--- config.mk ---
export PLATFORM = sky130hd
export DESIGN_NAME = acs_clock_select
export DESIGN_NICKNAME = d
export VERILOG_FILES = /design/src/core/acs_pkg.sv /design/src/core/acs_reg_byte.sv /design/src/core/acs_route.sv /design/src/core/acs_clock_select.sv
export SDC_FILE = /design/constraint.sdc
export NUM_CORES = 1
export LEC_CHECK = 0
export ABC_CLOCK_PERIOD_IN_PS = 2800
export BUFFER_PORTS_ARGS = -buffer_cell sky130_fd_sc_hd__buf_2
export CAP_MARGIN = 20
export CORE_MARGIN = 1
export CORE_UTILIZATION = 51
export DETAILED_ROUTE_END_ITERATION = 10
export HOLD_SLACK_MARGIN = 0.12
export PLACE_DENSITY = 0.86
export SYNTH_ARGS = -nofsm -noshare
export SYNTH_HDL_FRONTEND = slang
export SYNTH_SLANG_ARGS = --single-unit
--- constraint.sdc ---
create_clock -name clk_sys -period 2.8 [get_ports clk_sys]
set_input_delay 0.14 -clock clk_sys [delete_from_list [all_inputs] [get_ports clk_sys]]
set_output_delay 0.14 -clock clk_sys [all_outputs]
set_load 0.005 [all_outputs]
--- src/core/acs_pkg.sv ---
package acs_pkg;
  // Bus geometry
  localparam int ADDR_W = 12;
  localparam logic [1:0] RESP_OKAY   = 2'b00;
  localparam logic [1:0] RESP_SLVERR = 2'b10;

  // Register indices; byte address is four times the index
  localparam logic [7:0] IDX_LOOP_CTRL  = 8'h52;
  localparam logic [7:0] IDX_CLK_SRC    = 8'h53;
  localparam logic [7:0] IDX_OUT_PHASE  = 8'h64;
  localparam logic [7:0] IDX_DECIM_MODE = 8'h70;
  localparam logic [7:0] IDX_ROUTE_STAT = 8'h71;

  // Field positions
  localparam int LOOP_EN_BIT      = 0;
  localparam int DUTY_FIX_BIT     = 1;
  localparam int LOOP_OUT_CLK_BIT = 2;
  localparam int LOOP_RESET_BIT   = 3;
  localparam int LOOP_PHASE_LSB   = 4;
  localparam int CLK_SRC_BIT      = 0;
  localparam int DECIM_PHASE_LSB  = 0;
  localparam int PHASE_DLY_EN_BIT = 3;
  localparam int DECIM_EN_BIT     = 0;

  // Reset values and writable bits
  localparam logic [7:0] RST_LOOP_CTRL  = 8'h08;
  localparam logic [7:0] RST_CLK_SRC    = 8'h00;
  localparam logic [7:0] RST_OUT_PHASE  = 8'h00;
  localparam logic [7:0] RST_DECIM_MODE = 8'h00;
  localparam logic [7:0] MASK_LOOP_CTRL  = 8'h7f;
  localparam logic [7:0] MASK_CLK_SRC    = 8'h01;
  localparam logic [7:0] MASK_OUT_PHASE  = 8'h0f;
  localparam logic [7:0] MASK_DECIM_MODE = 8'h01;
  localparam logic [7:0] LOOP_RESET_MASK = 8'h08;

  typedef enum logic [1:0] {
    CORE_DIRECT = 2'b00,
    CORE_LOOP   = 2'b01,
    CORE_PLL    = 2'b11
  } acs_core_src_t;

  typedef enum logic [1:0] {
    OUT_INPUT_BUF = 2'b00,
    OUT_LOOP      = 2'b01,
    OUT_DECIM     = 2'b11,
    OUT_PLL       = 2'b10
  } acs_out_src_t;
endpackage

--- src/core/acs_reg_byte.sv ---
`timescale 1ns/1ps
module acs_reg_byte #(
  parameter logic [7:0] RESET_VAL = 8'h00,
  parameter logic [7:0] WR_MASK   = 8'hff
) (
  // Clock and reset
  input  wire logic       clk_sys,
  input  wire logic       rst_b,
  // Write side
  input  wire logic       wrEn,
  input  wire logic [7:0] wrData,
  input  wire logic [7:0] hwClear,
  // Stored value
  output logic      [7:0] value
);
  logic [7:0] next_value;

  if (WR_MASK == 8'h00) begin : g_chk
    $error("acs_reg_byte: no writable bit");
  end

  always_comb begin
    next_value = value & ~hwClear;
    // Software write wins over a hardware clear in the same cycle
    if (wrEn) begin
      next_value = wrData & WR_MASK;
    end
  end

  always_ff @(posedge clk_sys or negedge rst_b) begin
    if (!rst_b) begin
      value <= RESET_VAL;
    end else begin
      value <= next_value;
    end
  end
endmodule

--- src/core/acs_route.sv ---
`timescale 1ns/1ps
module acs_route (
  // Configuration
  input  wire logic                  clkSource,
  input  wire logic                  loopEn,
  input  wire logic                  dutyFix,
  input  wire logic                  loopOutEn,
  input  wire logic                  loopReset,
  input  wire logic                  phaseDlyEn,
  input  wire logic                  decimEn,
  input  wire logic [2:0]            loopPhase,
  input  wire logic [2:0]            decimPhase,
  // Decoded routing
  output acs_pkg::acs_core_src_t     coreSel,
  output acs_pkg::acs_out_src_t      outSel,
  output logic                       loopIn,
  output logic                       pllRef,
  output logic                       dutyFall,
  output logic [2:0]                 phaseSel,
  output logic                       phaseApply
);
  import acs_pkg::*;

  always_comb begin
    loopIn = !clkSource;
    pllRef = clkSource;
    if (clkSource) begin
      coreSel = CORE_PLL;
    end else if (loopEn && !loopReset) begin
      coreSel = CORE_LOOP;
    end else begin
      coreSel = CORE_DIRECT;
    end
    // Only the falling edge is moved; never on the synthesised clock
    dutyFall = dutyFix && loopEn && !clkSource;
    if (decimEn) begin
      outSel = OUT_DECIM;
    end else if (clkSource) begin
      outSel = OUT_PLL;
    end else if (loopOutEn && loopEn) begin
      outSel = OUT_LOOP;
    end else begin
      outSel = OUT_INPUT_BUF;
    end
    phaseSel   = decimEn ? decimPhase : loopPhase;
    phaseApply = phaseDlyEn && (outSel != OUT_INPUT_BUF);
  end
endmodule

--- src/core/acs_clock_select.sv ---
`timescale 1ns/1ps
// Notes on behaviour
// - Power-up clocks core directly from input.
// - Source 0: input feeds loop and core.
// - Source 1: core from PLL, input references.
// - Loop enable bit switches loop on.
// - Duty fix moves falling edge only.
// - Duty fix needs loop, never PLL.
// - Otherwise output clock from input buffer.
// - Decimation: output rate/phase from decimator field.
// - Loop phase field sets output phase.
// - Phase delay enable gates phase control.
// - Bit selects loop clock for output.
// - Loop reset bit holds loop reset.
module acs_clock_select (
  // Clock and reset
  input  wire logic                      clk_sys,
  input  wire logic                      rst_b,
  // AXI4-Lite write address and data
  input  wire logic [acs_pkg::ADDR_W-1:0] awaddr,
  input  wire logic                      awvalid,
  output logic                           awready,
  input  wire logic [31:0]               wdata,
  input  wire logic [3:0]                wstrb,
  input  wire logic                      wvalid,
  output logic                           wready,
  // AXI4-Lite write response
  output logic [1:0]                     bresp,
  output logic                           bvalid,
  input  wire logic                      bready,
  // AXI4-Lite read
  input  wire logic [acs_pkg::ADDR_W-1:0] araddr,
  input  wire logic                      arvalid,
  output logic                           arready,
  output logic [31:0]                    rdata,
  output logic [1:0]                     rresp,
  output logic                           rvalid,
  input  wire logic                      rready,
  // Soft reset command from the device controller
  input  wire logic                      softResetReq,
  // Clock routing controls
  output acs_pkg::acs_core_src_t         coreClkSel,
  output logic                           loopInFromInput,
  output logic                           pllRefFromInput,
  output logic                           loopEnable,
  output logic                           loopResetOut,
  output logic                           dutyFallAdjust,
  output acs_pkg::acs_out_src_t          outClkSrc,
  output logic [2:0]                     outPhaseSel,
  output logic                           outPhaseApply
);
  import acs_pkg::*;

  // Index decode reads bits 9:2 and tests bits above 9 for zero
  if (ADDR_W < 11) begin : g_chk
    $error("acs_clock_select: address too narrow for map");
  end

  function automatic logic [7:0] idxOf(input logic [ADDR_W-1:0] a);
    logic [ADDR_W-3:0] w;
    w = a[ADDR_W-1:2];
    idxOf = (w > (ADDR_W-2)'(8'hff)) ? 8'h00 : w[7:0];
  endfunction

  function automatic logic isMapped(input logic [ADDR_W-1:0] a);
    logic [7:0] i;
    i = idxOf(a);
    isMapped = (a[ADDR_W-1:10] == '0) && (a[1:0] == 2'b00) &&
               (i == IDX_LOOP_CTRL || i == IDX_CLK_SRC || i == IDX_OUT_PHASE ||
                i == IDX_DECIM_MODE || i == IDX_ROUTE_STAT);
  endfunction

  // Configuration registers
  logic [7:0] loopCtrl;
  logic [7:0] clkSrcReg;
  logic [7:0] outPhase;
  logic [7:0] decimMode;
  logic [7:0] routeStat;

  // Write channel state
  logic                awHeld;
  logic                wHeld;
  logic [ADDR_W-1:0]   awAddr;
  logic [7:0]          wByte;
  logic                wLane;
  logic                next_awHeld;
  logic                next_wHeld;
  logic [ADDR_W-1:0]   next_awAddr;
  logic [7:0]          next_wByte;
  logic                next_wLane;
  logic                next_bvalid;
  logic [1:0]          next_bresp;
  logic                wrCommit;
  logic [7:0]          wrIdx;

  // Read channel state
  logic                next_rvalid;
  logic [31:0]         next_rdata;
  logic [1:0]          next_rresp;

  assign awready  = !awHeld && !bvalid;
  assign wready   = !wHeld && !bvalid;
  assign arready  = !rvalid;
  assign wrCommit = awHeld && wHeld && !bvalid;
  assign wrIdx    = idxOf(awAddr);

  // Address and data are accepted in either order
  always_comb begin
    next_awHeld = awHeld;
    next_wHeld  = wHeld;
    next_awAddr = awAddr;
    next_wByte  = wByte;
    next_wLane  = wLane;
    next_bvalid = bvalid;
    next_bresp  = bresp;
    if (awvalid && awready) begin
      next_awHeld = 1'b1;
      next_awAddr = awaddr;
    end
    if (wvalid && wready) begin
      next_wHeld = 1'b1;
      next_wByte = wdata[7:0];
      next_wLane = wstrb[0];
    end
    if (wrCommit) begin
      next_awHeld = 1'b0;
      next_wHeld  = 1'b0;
      next_bvalid = 1'b1;
      next_bresp  = isMapped(awAddr) ? RESP_OKAY : RESP_SLVERR;
    end else if (bvalid && bready) begin
      next_bvalid = 1'b0;
    end
  end

  always_ff @(posedge clk_sys or negedge rst_b) begin
    if (!rst_b) begin
      awHeld <= 1'b0;
      wHeld  <= 1'b0;
      awAddr <= '0;
      wByte  <= 8'h00;
      wLane  <= 1'b0;
      bvalid <= 1'b0;
      bresp  <= RESP_OKAY;
    end else begin
      awHeld <= next_awHeld;
      wHeld  <= next_wHeld;
      awAddr <= next_awAddr;
      wByte  <= next_wByte;
      wLane  <= next_wLane;
      bvalid <= next_bvalid;
      bresp  <= next_bresp;
    end
  end

  // Read data is latched when the address is taken
  always_comb begin
    next_rvalid = rvalid;
    next_rdata  = rdata;
    next_rresp  = rresp;
    if (arvalid && arready) begin
      next_rvalid = 1'b1;
      next_rresp  = isMapped(araddr) ? RESP_OKAY : RESP_SLVERR;
      case (idxOf(araddr))
        IDX_LOOP_CTRL:  next_rdata = {24'h000000, loopCtrl};
        IDX_CLK_SRC:    next_rdata = {24'h000000, clkSrcReg};
        IDX_OUT_PHASE:  next_rdata = {24'h000000, outPhase};
        IDX_DECIM_MODE: next_rdata = {24'h000000, decimMode};
        IDX_ROUTE_STAT: next_rdata = {24'h000000, routeStat};
        default:        next_rdata = 32'h00000000;
      endcase
      if (!isMapped(araddr)) begin
        next_rdata = 32'h00000000;
      end
    end else if (rvalid && rready) begin
      next_rvalid = 1'b0;
    end
  end

  always_ff @(posedge clk_sys or negedge rst_b) begin
    if (!rst_b) begin
      rvalid <= 1'b0;
      rdata  <= 32'h00000000;
      rresp  <= RESP_OKAY;
    end else begin
      rvalid <= next_rvalid;
      rdata  <= next_rdata;
      rresp  <= next_rresp;
    end
  end

  // Soft reset drops the loop reset bit only while the loop is on
  logic [7:0] loopClear;
  assign loopClear = (softResetReq && loopCtrl[LOOP_EN_BIT]) ? LOOP_RESET_MASK : 8'h00;

  acs_reg_byte #(.RESET_VAL(RST_LOOP_CTRL), .WR_MASK(MASK_LOOP_CTRL)) u_loop_ctrl (
    .clk_sys (clk_sys),
    .rst_b   (rst_b),
    .wrEn    (wrCommit && wLane && isMapped(awAddr) && wrIdx == IDX_LOOP_CTRL),
    .wrData  (wByte),
    .hwClear (loopClear),
    .value   (loopCtrl)
  );

  acs_reg_byte #(.RESET_VAL(RST_CLK_SRC), .WR_MASK(MASK_CLK_SRC)) u_clk_src (
    .clk_sys (clk_sys),
    .rst_b   (rst_b),
    .wrEn    (wrCommit && wLane && isMapped(awAddr) && wrIdx == IDX_CLK_SRC),
    .wrData  (wByte),
    .hwClear (8'h00),
    .value   (clkSrcReg)
  );

  acs_reg_byte #(.RESET_VAL(RST_OUT_PHASE), .WR_MASK(MASK_OUT_PHASE)) u_out_phase (
    .clk_sys (clk_sys),
    .rst_b   (rst_b),
    .wrEn    (wrCommit && wLane && isMapped(awAddr) && wrIdx == IDX_OUT_PHASE),
    .wrData  (wByte),
    .hwClear (8'h00),
    .value   (outPhase)
  );

  acs_reg_byte #(.RESET_VAL(RST_DECIM_MODE), .WR_MASK(MASK_DECIM_MODE)) u_decim (
    .clk_sys (clk_sys),
    .rst_b   (rst_b),
    .wrEn    (wrCommit && wLane && isMapped(awAddr) && wrIdx == IDX_DECIM_MODE),
    .wrData  (wByte),
    .hwClear (8'h00),
    .value   (decimMode)
  );

  acs_core_src_t nextCore;
  acs_out_src_t  nextOut;
  logic          nextLoopIn;
  logic          nextPllRef;
  logic          nextDuty;
  logic [2:0]    nextPhase;
  logic          nextApply;

  acs_route u_route (
    .clkSource  (clkSrcReg[CLK_SRC_BIT]),
    .loopEn     (loopCtrl[LOOP_EN_BIT]),
    .dutyFix    (loopCtrl[DUTY_FIX_BIT]),
    .loopOutEn  (loopCtrl[LOOP_OUT_CLK_BIT]),
    .loopReset  (loopCtrl[LOOP_RESET_BIT]),
    .phaseDlyEn (outPhase[PHASE_DLY_EN_BIT]),
    .decimEn    (decimMode[DECIM_EN_BIT]),
    .loopPhase  (loopCtrl[LOOP_PHASE_LSB +: 3]),
    .decimPhase (outPhase[DECIM_PHASE_LSB +: 3]),
    .coreSel    (nextCore),
    .outSel     (nextOut),
    .loopIn     (nextLoopIn),
    .pllRef     (nextPllRef),
    .dutyFall   (nextDuty),
    .phaseSel   (nextPhase),
    .phaseApply (nextApply)
  );

  // Registered so the analog muxes never see decode glitches
  always_ff @(posedge clk_sys or negedge rst_b) begin
    if (!rst_b) begin
      coreClkSel      <= CORE_DIRECT;
      loopInFromInput <= 1'b1;
      pllRefFromInput <= 1'b0;
      loopEnable      <= 1'b0;
      loopResetOut    <= 1'b1;
      dutyFallAdjust  <= 1'b0;
      outClkSrc       <= OUT_INPUT_BUF;
      outPhaseSel     <= 3'h0;
      outPhaseApply   <= 1'b0;
    end else begin
      coreClkSel      <= nextCore;
      loopInFromInput <= nextLoopIn;
      pllRefFromInput <= nextPllRef;
      loopEnable      <= loopCtrl[LOOP_EN_BIT];
      loopResetOut    <= loopCtrl[LOOP_RESET_BIT];
      dutyFallAdjust  <= nextDuty;
      outClkSrc       <= nextOut;
      outPhaseSel     <= nextPhase;
      outPhaseApply   <= nextApply;
    end
  end

  assign routeStat = {1'b0, loopEnable && !loopResetOut, outPhaseApply, dutyFallAdjust,
                      outClkSrc, coreClkSel};
endmodule

== Word level (Yosys, flattened, before mapping) ==
Cells that the tools add are included.
W data, S select, Z words.

* Bits in registers: 87
* Input port bits: 68
* Output and inout bits: 54
* Word-level logic and storage cells: 109

* Magnitude comparators: 2
* Equal/unequal tests: 10
* Mux-type cells: 22
* Bitwise logic cells: 2
* Reduce and logical (&&, ||, !) cells: 50

{| class="wikitable"
|+ Operator list
! cell !! number
|-
| $eq A8 B7 Y1 const B || 10
|-
| $pmux W8 S5 || 1
|-
| $mux W32 || 1
|-
| $logic_and A1 B1 Y1 || 26
|-
| $mux W8 || 3
|-
| $gt A10 B8 Y1 const B || 2
|-
| $mux W1 || 10
|-
| $mux W2 || 5
|-
| $reduce_bool A2 Y1 || 5
|-
| $and A8 B8 Y8 || 1
|-
| $logic_not A2 Y1 || 4
|-
| $logic_or A1 B1 Y1 || 8
|-
| $not A4 Y8 || 1
|-
| $logic_not A1 Y1 || 7
|-
| $mux W4 || 1
|-
| $mux W3 || 1
|}

== Depth between registers and ports, before layout ==
* Depth in word-level cells: 11
* Gate-level depth with buffers: 6
* Mapped depth without buffers: 5

== Hierarchy ==
Synthesis repeated with hierarchy kept, for this count alone.

* Cell total of the unflattened synthesis: 324
* Area total of the unflattened synthesis: 3789.9 µm²

{| class="wikitable"
|+ By module, submodules not included
! module !! instances !! cells an instance !! area each (µm²) !! seq. area each (µm²)
|-
| acs_clock_select || 1 || 217 || 2403.6 || 1203.7
|-
| acs_reg_byte (u_clk_src ...) || 2 || 19 || 314.1 || 200.2
|-
| acs_reg_byte (u_loop_ctrl) || 1 || 31 || 349.1 || 201.4
|-
| acs_reg_byte (u_out_phase) || 1 || 25 || 312.8 || 200.2
|-
| acs_route || 1 || 13 || 96.3 || 0.0
|}

== Worst setup path before layout ==
No wires, ideal clock.

* Path type: flip-flop to flip-flop
* Start: register awAddr[11]
* End: register u_out_phase.value[0]
* Setup time: 0.125 ns
* Data arrival time: 1.459 ns
* Required time: 2.675 ns
* Setup slack: 1.216 ns
* Stages on the path, launching flop included: 5
* Buffers on the path: 0
* Period minus slack after synthesis: 1.584 ns
* Path through: dfrtp_1 -> nor4b_4 -> nand3_2 -> nor3b_4 -> mux2_2

* Cells in the longest elaborated chain, start to end: 10
* Elaborated cells on any way between the ends: 16
* Those cells by class: order compare: 1; eq/ne: 5; mux: 1; reduce/logical: 9

{| class="wikitable"
|+ RTL lines
! item !! line !! RTL
|-
| from (decl) || acs_clock_select.sv:83 || <nowiki>logic [ADDR_W-1:0] awAddr;</nowiki>
|-
| from (signal assigned) || acs_clock_select.sv:147 || <nowiki>awAddr <= next_awAddr;</nowiki>
|-
| $gt A10 B8 Y1 || acs_clock_select.sv:62 || <nowiki>idxOf = (w > (ADDR_W-2)'(8'hff)) ? 8'h00 : w[7:0];</nowiki>
|-
| $mux W8 || acs_clock_select.sv:62 ||
|-
| $eq A8 B7 Y1 || acs_clock_select.sv:69 || <nowiki>(i == IDX_LOOP_CTRL || i == IDX_CLK_SRC || i == IDX_OUT_PHASE ||</nowiki>
|-
| $logic_or A1 B1 Y1 (3 in series) || acs_clock_select.sv:69 ||
|-
| $logic_or A1 B1 Y1 || acs_clock_select.sv:70 || <nowiki>i == IDX_DECIM_MODE || i == IDX_ROUTE_STAT);</nowiki>
|-
| $logic_and A1 B1 Y1 || acs_clock_select.sv:68 || <nowiki>isMapped = (a[ADDR_W-1:10] == '0) && (a[1:0] == 2'b00) &&</nowiki>
|-
| $logic_and A1 B1 Y1 || acs_clock_select.sv:216 || <nowiki>.wrEn (wrCommit && wLane && isMapped(awAddr) && wrIdx == IDX_OUT_PHASE),</nowiki>
|-
| $logic_and A1 B1 Y1 * || acs_clock_select.sv:216 ||
|-
| to (signal assigned) || acs_reg_byte.sv:34 || <nowiki>value <= next_value;</nowiki>
|-
| to (decl) || acs_reg_byte.sv:14 || <nowiki>output logic [7:0] value</nowiki>
|}

Every way passes the cells marked *; elsewhere a longest branch is shown, timed or not.
A chain may end at the register's enable or synchronous reset.

== Worst setup path in the final report ==
* Start: register bvalid
* End: register u_out_phase.value[2]

* Cells in the longest elaborated chain, start to end: 5

{| class="wikitable"
|+ RTL lines
! item !! line !! RTL
|-
| from (decl) || acs_clock_select.sv:29 || <nowiki>output logic bvalid,</nowiki>
|-
| from (signal assigned) || acs_clock_select.sv:150 || <nowiki>bvalid <= next_bvalid;</nowiki>
|-
| $logic_not A1 Y1 || acs_clock_select.sv:104 || <nowiki>assign wrCommit = awHeld && wHeld && !bvalid;</nowiki>
|-
| $logic_and A1 B1 Y1 || acs_clock_select.sv:104 ||
|-
| $logic_and A1 B1 Y1 (3 in series) || acs_clock_select.sv:216 ||
|}

Every way passes these cells.

==> results.txt <==
Root Driver = clkbuf_8
Worst reg2reg startpoint = bvalid
WHS = 0.231 ns
Die ar. = 5640 µm²
Setup CP Type = reg2reg
Post-CTS Hold Buffers = 24
Final setup violating endpoints = 0
Clk buf depth = 2
Worst-path cell chain = and3b_1 -> nand3_2 -> nor3b_4 -> mux2_2
Post-route cell area = 3440 µm²
Detailed placement HPWL = 4010 µm
Initial core utilization = 53.1%
Total routed wirelength = 5780 µm
Initial DRC count = 92
CTS Buf Count = 9
Post-CTS Setup Inserts = 0
PortBufs = 67
Post-route DRC = 0
Asr flop ratio synth = 100%
Hold Fails Final Rpt = 0
Clock slew at reported path FFs = 0.07 ns
PD cells = 691 nW/µm²
DR WL/cell = 15.0 µm
Post-synth EDFFs = 0
Final RePlAce weighted congestion = 0.837
Post-synthesis cell type count = 44
Worst skew pair latency = 0.34 ns
Initial antenna violation count = 0
Vias in the first global route = 1861
Fill count = 373
Slowest cell on crit path = dfrtp_1
Unrepaired setup endpoints after global routing = no
Mux contribution to synthesized area = 15.8%
Chip height = 75.1 µm
Hold worst-path end = u_loop_ctrl.value[3]
Hold wc startpoint = softResetReq
Grt total ovfl = 0
Die Wd = 75.1 µm
Placeable Area = 5140 µm²
H-tree levels = 3
Hold Crit Class = in2reg
Synth Area in Simple Gates = 11.6%
Worst Setup End Kind = register
Fmax = 0.571 GHz
Share of post-route cells with drive strength above 1 = 42.2%
Area Overhead vs Synth = 26.2%
Post-route setup TNS = 0 ns
CTS resizes = 0
Slew HR = 54.0%
Register bit total from synthesis = 59
Min cycle time layout = 1.75 ns
XOR/XNOR Fraction of Synth Area = 0%
Gate Count Post-Synth = 213
Worst vdd ir = 0.543 mV
Max-cap violations = 0
Pins Over Slew Limit = 0
CP Buf/Inv Count = 0
Worst-margin pin slew = 0.691 ns
Drt via density = 5.09
Crit path required time = 3.02 ns
Hold Crit Depth = 3
Final Core Density = 67.0%
Worst reg-to-reg path cell count = 4
Final layout net count = 378
N_diodes = 0
R2r endpoint = u_out_phase.value[2]
CP delay by family, top = simple AND/OR/NAND/NOR gates
Arrival time worst endpoint = 1.97 ns
Largest family of logic cells by synthesized area = multiplexers
CTS tree = yes
Status = finished, final reports clean
I/O pins = 122
DR pass1 iterations = 4
Synth Area per Inst = 12.8 µm²
Std-Cell Rows = 26
Vias = 1958
Worst reg2reg setup slack = 1.05 ns
Pleak = 1.78 nW
Largest net degree at the start of global routing = 33
Synth warnings = 0
Primary FF master, synth = dfrtp_1
Adder-cell area share of the yosys netlist = 0%
Gr usage total = 22.5%
Seq/Total Area, Yosys = 54.3%
Final Skew = 0.0103 ns
Fin crit share = 62.6%
Mapped cell area = 2730 µm²
Antenna Nets Post-Route = 0
DP Area = 3030 µm²
CP peak stage delay = 0.42 ns
First-pass GRT wire length = 8980 µm
Synth Area in Compound Gates = 9.08%
Num Clock Sinks = 59
Critical Path Fanout Max = 5
CP startpoint kind = register
-- flip-flops by register name, summed over array words and instances, names as in the netlist --
| name | count |
|---|---|
| loopEnable | 1 |
| outPhaseApply | 1 |
| rresp | 1 |
| coreClkSel | 2 |
| wByte | 7 |
| u_decim.value | 1 |
| rvalid | 1 |
| u_out_phase.value | 4 |
| outClkSrc | 2 |
| u_loop_ctrl.value | 7 |
| awAddr | 12 |
| outPhaseSel | 3 |
| awHeld | 1 |
| loopInFromInput | 1 |
| loopResetOut | 1 |
| bresp | 1 |
| wLane | 1 |
| rdata | 8 |
| bvalid | 1 |
| dutyFallAdjust | 1 |
| wHeld | 1 |
| u_clk_src.value | 1 |
-- power breakdown --
| group | switching, mW | internal [mW] |
|---|---|---|
| Combinational | 0.213 | 0.285 |
| Clock | 0.323 | 0.340 |
| Sequential | 0.188 | 1.03 |
| Total | 0.724 | 1.66 |
-- worst max-delay path by stage --
stage	start	to	slack [ns]	depth (start not counted)
2_1_floorplan	awAddr[11]	u_out_phase.value[0]	1.22	4
4_1_cts	awAddr[11]	u_out_phase.value[2]	1.05	4
3_5_place_dp	awAddr[11]	u_out_phase.value[2]	1.05	4
6_report	bvalid	u_out_phase.value[2]	1.05	4
5_1_grt	awAddr[11]	u_out_phase.value[1]	0.96	4
3_3_place_gp	awAddr[1]	u_out_phase.value[2]	1.10	4
-- layout by cell type, fill, tap and decap left out, drive strengths merged --
cell          n
dfstp         3
dlygate4sd3  24
nor3          2
a31oi         3
dfrtp        56
o21a          1
a31o          1
nand3b        1
buf          68
nand3         4
o2111a        1
a21boi        1
o21ai         6
nor4          2
nor2         11
and2          3
and4b         1
nand2        10
and3          1
o31ai         1
clkinv        5
clkbuf       11
nor4bb        1
and4bb        1
a21oi         3
or2           1
nor3b         1
mux2         35
conb         26
a21o          1
mux2i         1
o21bai        2
a32o          1
nand2b        2
nor4b         2
inv           8
and3b         1
a22oi         4
a22o          9
-- logic make-up after synthesis --
family | Yosys count
AO/OA/AOI/OAI | 34
other | 1
buffers and inverters | 39
flip-flops | 59
AND/OR/NAND/NOR | 44
multiplexers | 36
-- tightest hold or removal path, delay by kind of cell --
| family | cells | cell delay [ns] |
|---|---|---|
| AOI/OAI and AO/OA | 1 | 0.09 |
| buffers and inverters | 1 | 0.08 |
| muxes | 1 | 0.25 |
-- stage by stage --
stage / setup slack (ns) / std cells / power (mW)
floorplan: 1.22 / 238 / 1.55
global placement: 1.10 / 345 / 1.65
detailed placement: 1.05 / 345 / 1.69
CTS: 1.05 / 385 / 2.39
global route: 0.965 / 385 / 2.51
finish: 1.05 / 385 / 2.38
-- synth_stat cells, drive strengths merged, types with 2 or more instances --
cell type | n | area share, %
o21bai | 2 | 0.55
dfstp | 3 | 2.9
nand2b | 2 | 0.46
nand3 | 4 | 1.3
a22oi | 4 | 1.1
inv | 8 | 1.1
nand2 | 10 | 1.7
nor4b | 2 | 1.2
dfrtp | 56 | 51
o21ai | 6 | 1.1
nor4 | 2 | 1.2
clkbuf | 2 | 0.28
buf | 29 | 7.8
nor3 | 2 | 0.37
a22o | 9 | 2.9
mux2 | 35 | 15
a31oi | 3 | 0.69
a21oi | 3 | 0.55
and2 | 3 | 0.69
nor2 | 11 | 1.6
-- area by class of cell --
class | count | area (µm²) | share of cell area (%)
clock buffers | 11 | 141 | 4.11
flip-flops and latches | 59 | 1480 | 43.0
clock inverters | 5 | 28.8 | 0.836
well taps | 70 | 87.6 | 2.54
multi-input cells | 140 | 1090 | 31.7
inverters | 8 | 30.0 | 0.872
repair buffers | 92 | 583 | 16.9
-- metal layers --
| metal | vias to the layer above | GRT usage [%] | wire [µm] |
|---|---|---|---|
| met2 | 95 | 36.4 | 2910 |
| met1 | 950 | 27.4 | 2420 |
| met4 | 0 | 12.1 | 99 |
| met3 | 14 | 6.43 | 349 |
| li1 | 899 | - | - |
| met5 | - | 0 | 0 |
(Power assumes the default switching activity.)
